[config.mk]
export PLATFORM = sky130hd
export DESIGN_NAME = pmc_regs
export DESIGN_NICKNAME = d
export VERILOG_FILES = /design/src/pkg/pmc_pkg.sv /design/src/hw/pmc_sync.sv /design/src/hw/pmc_regs.sv
export VERILOG_INCLUDE_DIRS = /design/src /design/src/pkg
export SDC_FILE = /design/constraint.sdc
export NUM_CORES = 1
export LEC_CHECK = 0
export ABC_AREA = 1
export BUFFER_PORTS_ARGS = -buffer_cell sky130_fd_sc_hd__buf_2
export CAP_MARGIN = 0
export CORE_MARGIN = 2
export CORE_UTILIZATION = 37
export DETAILED_ROUTE_END_ITERATION = 16
export GPL_ROUTABILITY_DRIVEN = 0
export PLACE_DENSITY = 0.79
export SKIP_LAST_GASP = 1
export SLEW_MARGIN = 5
export SYNTH_ARGS = -nofsm -noshare
export SYNTH_HDL_FRONTEND = slang
export SYNTH_SLANG_ARGS = --single-unit
[constraint.sdc]
create_clock -name clk_i -period 1.15 [get_ports clk_i]
set_input_delay 0.1725 -clock clk_i [delete_from_list [all_inputs] [get_ports clk_i]]
set_output_delay 0.1725 -clock clk_i [all_outputs]
set_load 0.005 [all_outputs]
[src/pkg/pmc_regs.svh]
// register offsets, field positions, reset values for the power-management block
// assumes byte offsets inside the function's configuration space
`ifndef PMC_REGS_SVH
`define PMC_REGS_SVH

// ========================================
// offsets (byte addresses in config space)
`define PMC_OFS_CAP 8'ha2
`define PMC_OFS_CSR 8'ha4

// ========================================
// capability word fields
`define PMC_CAP_D3COLD_BIT 15
`define PMC_CAP_AUX_BIT 4
`define PMC_CAP_CLK_BIT 3
`define PMC_CAP_WAKE_FIXED 4'hf
`define PMC_CAP_D2D1 2'h3
`define PMC_CAP_VERSION 3'h2
`define PMC_CAP_RESET 16'hfe12

// ========================================
// control/status word fields
`define PMC_CSR_STATUS_BIT 15
`define PMC_CSR_ENABLE_BIT 8
`define PMC_CSR_RESET 16'h0000

`endif

[src/pkg/pmc_pkg.sv]
// types shared by the power-management register block
// assumes the register header is included by whoever needs the numbers
package pmc_pkg;

  // power state encoding of the two-bit field
  typedef enum logic [1:0] {
    PMC_D0 = 2'h0,
    PMC_D1 = 2'h1,
    PMC_D2 = 2'h2,
    PMC_D3HOT = 2'h3
  } pmc_dstate_e;

  // one configuration access, dword aligned
  typedef struct packed {
    logic wr;
    logic rd;
    logic [7:0] addr;
    logic [3:0] be;
    logic [31:0] wdata;
  } pmc_cfg_req_s;

  // read answer, one cycle after the request
  typedef struct packed {
    logic rd_valid;
    logic [31:0] rdata;
  } pmc_cfg_rsp_s;

endpackage

[src/hw/pmc_sync.sv]
// two-flop synchroniser for levels arriving from outside the clock domain
// assumes the caller freezes it with the same clock enable as the rest
`timescale 1ns/1ps
module pmc_sync #(
  parameter int WIDTH = 1,
  parameter logic [WIDTH-1:0] RESET_VAL = '0
) (
  input wire logic clk_i,
  input wire logic rst_b_i,
  input wire logic ce_i,
  input wire logic [WIDTH-1:0] d_i,
  output logic [WIDTH-1:0] q_o
);

  logic [WIDTH-1:0] meta;
  logic [WIDTH-1:0] next_meta;
  logic [WIDTH-1:0] next_q;

  always_comb begin
    next_meta = ce_i ? d_i : meta;
    next_q = ce_i ? meta : q_o;
  end

  // first stage feeds the second stage only
  always_ff @(posedge clk_i or negedge rst_b_i) begin
    if (!rst_b_i) begin
      meta <= RESET_VAL;
      q_o <= RESET_VAL;
    end else begin
      meta <= next_meta;
      q_o <= next_q;
    end
  end

endmodule

[src/hw/pmc_regs.sv]
// power-management capability and control/status words of one bridge function
// assumes config accesses and wake events arrive on clk_i; bus reset is an async pin
`timescale 1ns/1ps
`include "pmc_regs.svh"

// Operation
// capability wake-state mask is five bits, reads 11111b by default
// capability bit 15, wake from cold, is writable and defaults to one
// capability bits 14 to 11 are read-only ones
// capability bits 10 and 9 read one: D2 and D1 supported
// capability bits 8 to 6 are reserved and read zero
// capability bit 5 reads zero: no special initialization needed
// aux-supply bit reads zero whenever bit 15 is zero
// capability bit 3 is read-only: wake needs the bus clock or not
// capability bits 2 to 0 read version 010b
// writable capability bits restore only on global reset, not bus reset
// D3hot to D0 move pulses internal reset for other registers
// control/status word keeps its value across that internal reset
// wake status sets on every wake event regardless of enable
// writing one to wake status clears it and releases wake; zero ignored
// data scale and data select fields read zero
// bit 8 is wake enable; clear means wake never driven
// wake enable ignores bus reset; only global reset clears it
// control/status bits 7 to 2 read zero
// power-state field reads current state; a write moves to new state
// wake status survives bus reset while wake is enabled
// wake pin driven while wake status and wake enable are both set
module pmc_regs #(
  parameter logic AUX_NEEDED = 1'b1,
  parameter logic WAKE_NEEDS_CLK = 1'b0
) (
  input wire logic clk_i,
  input wire logic rst_b_i,
  input wire logic ce_i,
  input wire logic bus_reset_in_b_i,
  input wire pmc_pkg::pmc_cfg_req_s cfg_req_i,
  input wire logic wake_event_i,
  output pmc_pkg::pmc_cfg_rsp_s cfg_rsp_o,
  output pmc_pkg::pmc_dstate_e power_state_o,
  output logic internal_reset_o,
  output logic wake_n_o,
  output logic wake_oe_b_o
);
  import pmc_pkg::*;

  // ========================================
  // bus reset pin crossing
  logic bus_reset_sync_b;
  logic bus_rst;

  pmc_sync #(
    .WIDTH(1),
    .RESET_VAL(1'b1)
  ) u_bus_reset_sync (
    .clk_i(clk_i),
    .rst_b_i(rst_b_i),
    .ce_i(ce_i),
    .d_i(bus_reset_in_b_i),
    .q_o(bus_reset_sync_b)
  );

  assign bus_rst = ~bus_reset_sync_b;

  // ========================================
  // access decode
  logic hit_cap;
  logic hit_csr;
  logic wr_cap_hi;
  logic wr_csr_lo;
  logic wr_csr_hi;

  // sized copies so the dword compare and the reset bit pick are exact width
  localparam logic [7:0] OFS_CAP = `PMC_OFS_CAP;
  localparam logic [7:0] OFS_CSR = `PMC_OFS_CSR;
  localparam logic [15:0] CAP_RESET = `PMC_CAP_RESET;

  assign hit_cap = cfg_req_i.addr[7:2] == OFS_CAP[7:2];
  assign hit_csr = cfg_req_i.addr[7:2] == OFS_CSR[7:2];
  assign wr_cap_hi = ce_i && cfg_req_i.wr && hit_cap && cfg_req_i.be[3];
  assign wr_csr_lo = ce_i && cfg_req_i.wr && hit_csr && cfg_req_i.be[0];
  assign wr_csr_hi = ce_i && cfg_req_i.wr && hit_csr && cfg_req_i.be[1];

  // ========================================
  // capability word
  logic cap_d3cold;
  logic next_cap_d3cold;
  logic [15:0] cap_word;

  always_comb begin
    next_cap_d3cold = cap_d3cold;
    // bus reset deliberately absent here
    if (wr_cap_hi) begin
      next_cap_d3cold = cfg_req_i.wdata[16 + `PMC_CAP_D3COLD_BIT];
    end
  end

  always_ff @(posedge clk_i or negedge rst_b_i) begin
    if (!rst_b_i) begin
      cap_d3cold <= CAP_RESET[`PMC_CAP_D3COLD_BIT];
    end else begin
      cap_d3cold <= next_cap_d3cold;
    end
  end

  always_comb begin
    cap_word = '0;
    cap_word[15] = cap_d3cold;
    cap_word[14:11] = `PMC_CAP_WAKE_FIXED;
    cap_word[10:9] = `PMC_CAP_D2D1;
    cap_word[8:5] = 4'h0;
    cap_word[`PMC_CAP_AUX_BIT] = AUX_NEEDED & cap_d3cold;
    cap_word[`PMC_CAP_CLK_BIT] = WAKE_NEEDS_CLK;
    cap_word[2:0] = `PMC_CAP_VERSION;
  end

  // ========================================
  // control/status word
  pmc_dstate_e power_state;
  pmc_dstate_e next_power_state;
  logic wake_enable;
  logic next_wake_enable;
  logic wake_status;
  logic next_wake_status;
  logic next_internal_reset;
  logic [15:0] csr_word;

  always_comb begin
    next_power_state = power_state;
    next_wake_enable = wake_enable;
    next_wake_status = wake_status;
    next_internal_reset = internal_reset_o;
    if (ce_i) begin
      next_internal_reset = 1'b0;
      // bus reset wins over a state write in the same cycle
      if (bus_rst) begin
        next_power_state = PMC_D0;
      end else if (wr_csr_lo) begin
        next_power_state = pmc_dstate_e'(cfg_req_i.wdata[1:0]);
        // other registers reset, this word left alone
        next_internal_reset = power_state == PMC_D3HOT &&
                              cfg_req_i.wdata[1:0] == PMC_D0;
      end
      if (wr_csr_hi) begin
        next_wake_enable = cfg_req_i.wdata[`PMC_CSR_ENABLE_BIT];
      end
      // set wins over any clear in the same cycle
      if (wake_event_i) begin
        next_wake_status = 1'b1;
      end else if (wr_csr_hi && cfg_req_i.wdata[`PMC_CSR_STATUS_BIT]) begin
        next_wake_status = 1'b0;
      end else if (bus_rst && !wake_enable) begin
        next_wake_status = 1'b0;
      end
    end
  end

  always_ff @(posedge clk_i or negedge rst_b_i) begin
    if (!rst_b_i) begin
      power_state <= PMC_D0;
      wake_enable <= 1'b0;
      wake_status <= 1'b0;
      internal_reset_o <= 1'b0;
    end else begin
      power_state <= next_power_state;
      wake_enable <= next_wake_enable;
      wake_status <= next_wake_status;
      internal_reset_o <= next_internal_reset;
    end
  end

  always_comb begin
    csr_word = `PMC_CSR_RESET;
    csr_word[`PMC_CSR_STATUS_BIT] = wake_status;
    csr_word[14:9] = 6'h00;
    csr_word[`PMC_CSR_ENABLE_BIT] = wake_enable;
    csr_word[7:2] = 6'h00;
    csr_word[1:0] = power_state;
  end

  // ========================================
  // wake pin and outputs
  logic next_wake_oe_b;
  pmc_dstate_e next_power_state_o;

  always_comb begin
    next_wake_oe_b = wake_oe_b_o;
    next_power_state_o = power_state_o;
    if (ce_i) begin
      // open drain: pull low only while both bits are set
      next_wake_oe_b = !(wake_status && wake_enable);
      next_power_state_o = power_state;
    end
  end

  always_ff @(posedge clk_i or negedge rst_b_i) begin
    if (!rst_b_i) begin
      wake_oe_b_o <= 1'b1;
      wake_n_o <= 1'b0;
      power_state_o <= PMC_D0;
    end else begin
      wake_oe_b_o <= next_wake_oe_b;
      wake_n_o <= 1'b0;
      power_state_o <= next_power_state_o;
    end
  end

  // ========================================
  // read path: dword at the capability offset carries the word in its upper half
  pmc_cfg_rsp_s next_rsp;

  always_comb begin
    next_rsp = cfg_rsp_o;
    if (ce_i) begin
      next_rsp.rd_valid = cfg_req_i.rd;
      // any other dword still answers, with zeros
      next_rsp.rdata = 32'h0000_0000;
      if (cfg_req_i.rd && hit_cap) begin
        next_rsp.rdata = {cap_word, 16'h0000};
      end else if (cfg_req_i.rd && hit_csr) begin
        next_rsp.rdata = {16'h0000, csr_word};
      end
    end
  end

  always_ff @(posedge clk_i or negedge rst_b_i) begin
    if (!rst_b_i) begin
      cfg_rsp_o <= '0;
    end else begin
      cfg_rsp_o <= next_rsp;
    end
  end
endmodule

==> qor.csv, run 1 <==
metric;value;unit
Leak;0.000668;uW
layout cells sized above 1;37.2;%
mapped cell area;0.00101;mm2
share of the synthesized area in the top cell type;34.7;%
DRT iter0 DRCs;39;
nets;200;
status;finished clean;
number of distinct library cells after synthesis;22;
class of the worst hold path;input port to flop;
post-cts resize count;0;
final worst slack;0.0511;ns
WHS Path Cells;3;
Worst path depth;1;
crit path time final;1.10;ns
CTS tree;done;
R2R setup slack;0.16;ns
f_max;0.910;GHz
Die Width;56.3;um
total CTS buffers;3;
initial antenna violation count;0;
routed via count;786;
critical path's top delay family;flip-flops;
I/O pin count;89;
Final Power;1270;uW
number of port buffers;38;
Clock Skews;0.00383;ns
Worst EP arrival;0.93;ns
routed len/inst;10.4;um
path type of the worst setup path;flop to primary output;
Yosys top cell by area;dfrtp_1;
#FFs+latches synth;18;
number of diodes;0;
Longest Clk Path Bufs;2;
Routed Antenna Nets;0;
Die Y;56.3;um
Place WS;0.0474;ns
Setup Viol. Count Final;0;
largest net degree at the start of global routing;19;
FILL cells;249;
post-synthesis sequential area ratio;45.0;%
Std-Cell Rows;18;
Worst setup SP type;flop;
YS warnings;0;
H-tree depth;1;
Slew Limit Fails;0;
max cap viols;0;
CTS clock-pin slew for the worst setup and hold paths;0.10;ns
CP endpoint kind;primary output;
hpwl dp;1.45;mm
cells along the critical path;buf_2;
DR vias/cell;4.42;
first-pass GRT wire length;3.19;mm
ranking of synthesized cells by area;dfrtp_1 35%, buf_4 20%, nand2_1 11%, dfstp_2 10%, a32o_1 4.0%;
CTS sink count;18;
Setup TNS Final;0;ns
worst skew pair latency;0.29;ns
starting density of the core;40.1;%
Layout area overhead;13.9;%
P per Cell Area;1100;mW/mm2
Gate Count Post-Synth;113;
Critical Path RT;0.98;ns
full die area;0.00317;mm2
maximum vdd drop;0.417;mV
vias in the first global route;765;
Worst path slowest cell;dfstp_2;
syn avg cell area;8.95;um2
worst-path fanout max;2;
grt total ovfl;0;
clock root buffer;clkbuf_4;
DRC Markers;0;
FF-to-FF path depth;2;
Core ar.;0.00252;mm2
GRT Util Overall;12.4;%
final hold vios;0;
final wirelength;1.86;mm
CP Buf/Inv Count;1;
DR pass1 iterations;3;
ratio of final minimum period to clock period;95.6;%
RSZ-0062 raised after global routing;false;
max incr delay on CP;0.54;ns
-- logic make-up after synthesis --
group / after synthesis / share of synthesized area, %
AOI/OAI and AO/OA: 12 / 8.66
buffers and inverters: 38 / 25.1
DFF: 18 / 45.0
other: 1 / 0.371
and+or+nand+nor: 44 / 20.8
-- synthesized netlist by cell type --
cell	number
nor2_1	3
nand2_1	29
inv_1	9
buf_4	27
dfstp_2	4
a31oi_1	1
nor3_2	1
o31ai_1	1
clkbuf_1	1
a21oi_1	1
nor2_4	1
conb_1	1
a32o_1	4
nand2_2	2
nand3_1	4
clkbuf_8	1
o21ai_1	2
nand4_1	1
a22o_1	1
dfrtp_1	14
o21ai_0	2
nand3_2	3
-- path summary, 6_finish.rpt --
path / end / start
hold reg to reg: wake_oe_b_o / wake_enable
setup reg to reg: internal_reset_o / u_bus_reset_sync.q_o
hold / removal: u_bus_reset_sync.meta / bus_reset_in_b_i
min in group asynchronous: cfg_rsp_o[30] / rst_b_i
setup / recovery: wake_oe_b_o / wake_oe_b_o
max in group asynchronous: cap_d3cold / rst_b_i
-- cell usage in the layout (no fill, tap or decap), drive strengths merged --
cell type    instances
conb                20
dfrtp               14
nand3                7
dfstp                4
nand4                1
nand2               31
nor3                 1
nor2                 4
clkbuf               4
a21oi                1
buf                 40
a22o                 1
a32o                 4
inv                  9
a31oi                1
o21ai                4
dlygate4sd3          1
o31ai                1
-- where the power goes --
| group | internal, uW | switching (uW) |
|---|---|---|
| Clock | 193 | 188 |
| Sequential | 680 | 28.4 |
| Combinational | 71.9 | 104 |
| Total | 944 | 321 |
-- cell type report --
type,instances,area [um2],area share (%)
Clock buffer,4,36.3,3.15
Inverter,9,33.8,2.93
Multi-Input combinational cell,76,373,32.4
Sequential cell,18,455,39.6
Tap cell,30,37.5,3.26
Timing Repair Buffer,41,215,18.7
-- repair_timing --
action / 4_1_cts / 5_1_grt
setup buffers: 0 / 1
endpoints found under the setup margin: 0 / 1
endpoints found under the hold margin: 14 / 0
hold buffers: 1 / 0
-- stage by stage --
step | cells | instance area (um2) | util (%) | hold WS (ns)
floorplan | 132 | 1080 | - | -0.123
global placement | 172 | 1100 | 43.5 | 0.111
detailed placement | 172 | 1100 | 43.5 | 0.117
CTS | 177 | 1140 | 45.3 | 0.0735
finish | 178 | 1150 | 45.6 | 0.0778
global route | 178 | 1150 | 45.6 | 0.0908
-- flip-flops by register name, indices dropped and copies added, names as in the netlist --
signal and count:
internal_reset_o 1, power_state_o 2, wake_enable 1, wake_status 1, u_bus_reset_sync.q_o 1, power_state 2, wake_oe_b_o 1, cap_d3cold 1
u_bus_reset_sync.meta 1, cfg_rsp_o 7
-- worst reg2reg max path, delay by kind of cell, from the launching register on --
| family | cells | cell delay [ns] |
|---|---|---|
| flops | 1 | 0.58 |
| compound gates | 1 | 0.23 |
| simple gates | 1 | 0.09 |
-- routing by layer --
layer	up-vias	wire (um)	track usage [%]
met5	-	0	0
met2	45	841	21.2
met4	0	9	3.06
met3	2	199	3.23
li1	385	-	-
met1	354	805	15.7
(Power assumes the default switching activity.)
==> run 2, diff against run 1 <==
--- a/config.mk
+++ b/config.mk
@@ -9,6 +9,7 @@
 export ABC_AREA = 1
 export BUFFER_PORTS_ARGS = -buffer_cell sky130_fd_sc_hd__buf_2
 export CAP_MARGIN = 0
+export CORE_ASPECT_RATIO = 0.75
 export CORE_MARGIN = 2
 export CORE_UTILIZATION = 37
 export DETAILED_ROUTE_END_ITERATION = 16
==> run 2 against run 1 <==
Effect of this change: final cell count rose by 3.4%; total power fell by 0.74%; clock-buffer cell count did not move; sequential power barely moved; sequential share of layout area fell by 0.26 points; design area rose by 0.65%; maximum frequency fell by 0.39%; clock skew fell by 0.0020 ns; global-route usage fell by 0.98 points; critical path type unchanged.
==> qor.csv, run 2 (same netlist as run 1, synthesis figures left out) <==
metric;value;unit;change
Die Width;64.4;um;was 56.3 um
class of the worst hold path;input port to flop;;unchanged
P_int;941;uW;was 944 uW
H-tree depth;1;;unchanged
DRT iter0 DRCs;44;;was 39
DRT met1 WL;699;um;was 805 um
Die Y;49.3;um;was 56.3 um
Worst setup SP type;flop;;unchanged
max incr delay on CP;0.53;ns;was 0.54 ns
CP endpoint kind;primary output;;unchanged
Core Util, Final;44.5;%;was 45.6%
Cell Area, Placed;0.00111;mm2;was 0.00110 mm2
routed len/inst;9.31;um;was 10.4 um
f_max;0.907;GHz;was 0.910 GHz
total CTS buffers;3;;unchanged
FILL cells;274;;was 249
Worst path depth;1;;unchanged
R2R setup slack;0.17;ns;was 0.16 ns
Routed Antenna Nets;0;;unchanged
Critical Path Sink;wake_oe_b_o;;unchanged
max cap viols;0;;unchanged
GRT Util Overall;11.4;%;was 12.4%
maximum vdd drop;0.395;mV;was 0.417 mV
Largest Register;cfg_rsp_o;;unchanged
sequential cell area;455;um2;unchanged
post-route design area;0.00116;mm2;was 0.00115 mm2
worst-path fanout max;2;;unchanged
final wirelength;1.71;mm;was 1.86 mm
Setup Fix Bufs, Post-CTS;0;;unchanged
cells along the critical path;buf_2;;unchanged
path type of the worst setup path;flop to primary output;;unchanged
Critical Path RT;0.98;ns;about the same
CTS sink count;18;;unchanged
RR Startpoint;u_bus_reset_sync.q_o;;unchanged
critical path's top delay family;flip-flops;;unchanged
metal2 WL;774;um;was 841 um
number of diodes;0;;unchanged
worst hold slack;0.0690;ns;was 0.0778 ns
DR pass1 iterations;4;;was 3
CP Buf/Inv Count;1;;unchanged
initial antenna violation count;0;;unchanged
Sw Share;25.0;%;was 25.4%
layout cells sized above 1;37.2;%;unchanged
nets;200;;unchanged
CTS clock-pin slew for the worst setup and hold paths;0.09;ns;was 0.10 ns
worst skew pair latency;0.29;ns;about the same
RSZ-0062 raised after global routing;false;;unchanged
Core ar.;0.00260;mm2;was 0.00252 mm2
Clock Skews;0.00180;ns;was 0.00383 ns
Setup TNS Final;0;ns;unchanged
starting density of the core;38.8;%;was 40.1%
Slew Limit Fails;0;;unchanged
routed via count;781;;was 786
FF-to-FF path depth;2;;unchanged
Psw;314;uW;was 321 uW
Clk pwr share;30.1;%;about the same
final hold vios;0;;unchanged
Top Metal Used;met3;;was met4
CTS tree;done;;unchanged
Final Power;1260;uW;was 1270 uW
DR vias/cell;4.24;;was 4.42
Longest Clk Path Bufs;2;;unchanged
I/O pin count;89;;unchanged
commonest cells after routing, fill and taps aside;38 x buf_2, 29 x nand2_1, 20 x conb_1;;unchanged
Reg power frac;56.3;%;was 56.0%
first-pass GRT wire length;2.76;mm;was 3.19 mm
clock root buffer;clkbuf_4;;unchanged
Leak;0.000668;uW;about the same
Worst EP arrival;0.93;ns;about the same
largest net degree at the start of global routing;19;;unchanged
Setup Viol. Count Final;0;;unchanged
vias in the first global route;639;;was 765
full die area;0.00317;mm2;about the same
DRC Markers;0;;unchanged
Worst path slowest cell;dfstp_2;;unchanged
largest registers;cfg_rsp_o x7, power_state x2, power_state_o x2;;unchanged
Worst Setup SP;wake_oe_b_o;;unchanged
most common cell after layout, fill and taps aside;buf_2;;unchanged
hpwl dp;1.39;mm;was 1.45 mm
multi-input logic area;373;um2;unchanged
Std-Cell Rows;16;;was 18
post-cts resize count;0;;unchanged
hold_buf cts;1;;unchanged
P per Cell Area;1080;mW/mm2;was 1100 mW/mm2
max reg flops;7;;unchanged
number of port buffers;38;;unchanged
met3 WL;238;um;was 199 um
Logic pwr share;13.5;%;was 13.9%
RR Endpoint;internal_reset_o;;unchanged
ratio of final minimum period to clock period;95.9;%;was 95.6%
Layout area overhead;14.6;%;was 13.9%
grt total ovfl;0;;unchanged
status;finished clean;;unchanged
crit path time final;1.10;ns;about the same
[run 2: cell counts in the layout (fill, tap and decap cells not counted)]
Identical to the previous run, type by type.
[run 2: worst min path at each step]
stage | to | depth (start not counted) | from | slack (ns)
final | u_bus_reset_sync.meta | 3 | bus_reset_in_b_i | 0.07
after CTS | u_bus_reset_sync.meta | 3 | bus_reset_in_b_i | 0.06
after detailed placement | power_state_o[1] | 1 | rst_b_i | 0.11
after floorplan | cfg_rsp_o[0] | 0 | rst_b_i | -0.12
after global placement | power_state_o[1] | 1 | rst_b_i | 0.12
after global routing | u_bus_reset_sync.meta | 3 | bus_reset_in_b_i | 0.06
[run 2: routing by layer]
layer  track usage, %  vias up
met5                0        -
met4             3.19        0
met3             6.00        0
met2             17.9       43
met1             13.8      347
li1                 -      391
[run 2: through the flow]
step	std cells	setup WS, ns
after detailed placement	179	0.0656
final	184	0.0469
after global routing	184	0.000716
after CTS	184	0.0254
after floorplan	132	0.240
after global placement	179	0.0800
[run 2: layout make-up]
cell class / instances / area share (%)
multi-input combinational: 76 / 32.2
inverter: 9 / 2.92
timing repair buffer: 41 / 18.6
clock buffer: 4 / 3.13
tap: 36 / 3.89
sequential: 18 / 39.3
[run 2: power groups by stage]
stage | clock (uW) | combinational [uW] | sequential [uW]
4_1_cts | 395 | 172 | 708
5_1_grt | 427 | 195 | 713
6_report | 378 | 170 | 707
3_3_place_gp | 0 | 167 | 718
2_1_floorplan | 0 | 139 | 716
3_5_place_dp | 0 | 168 | 720
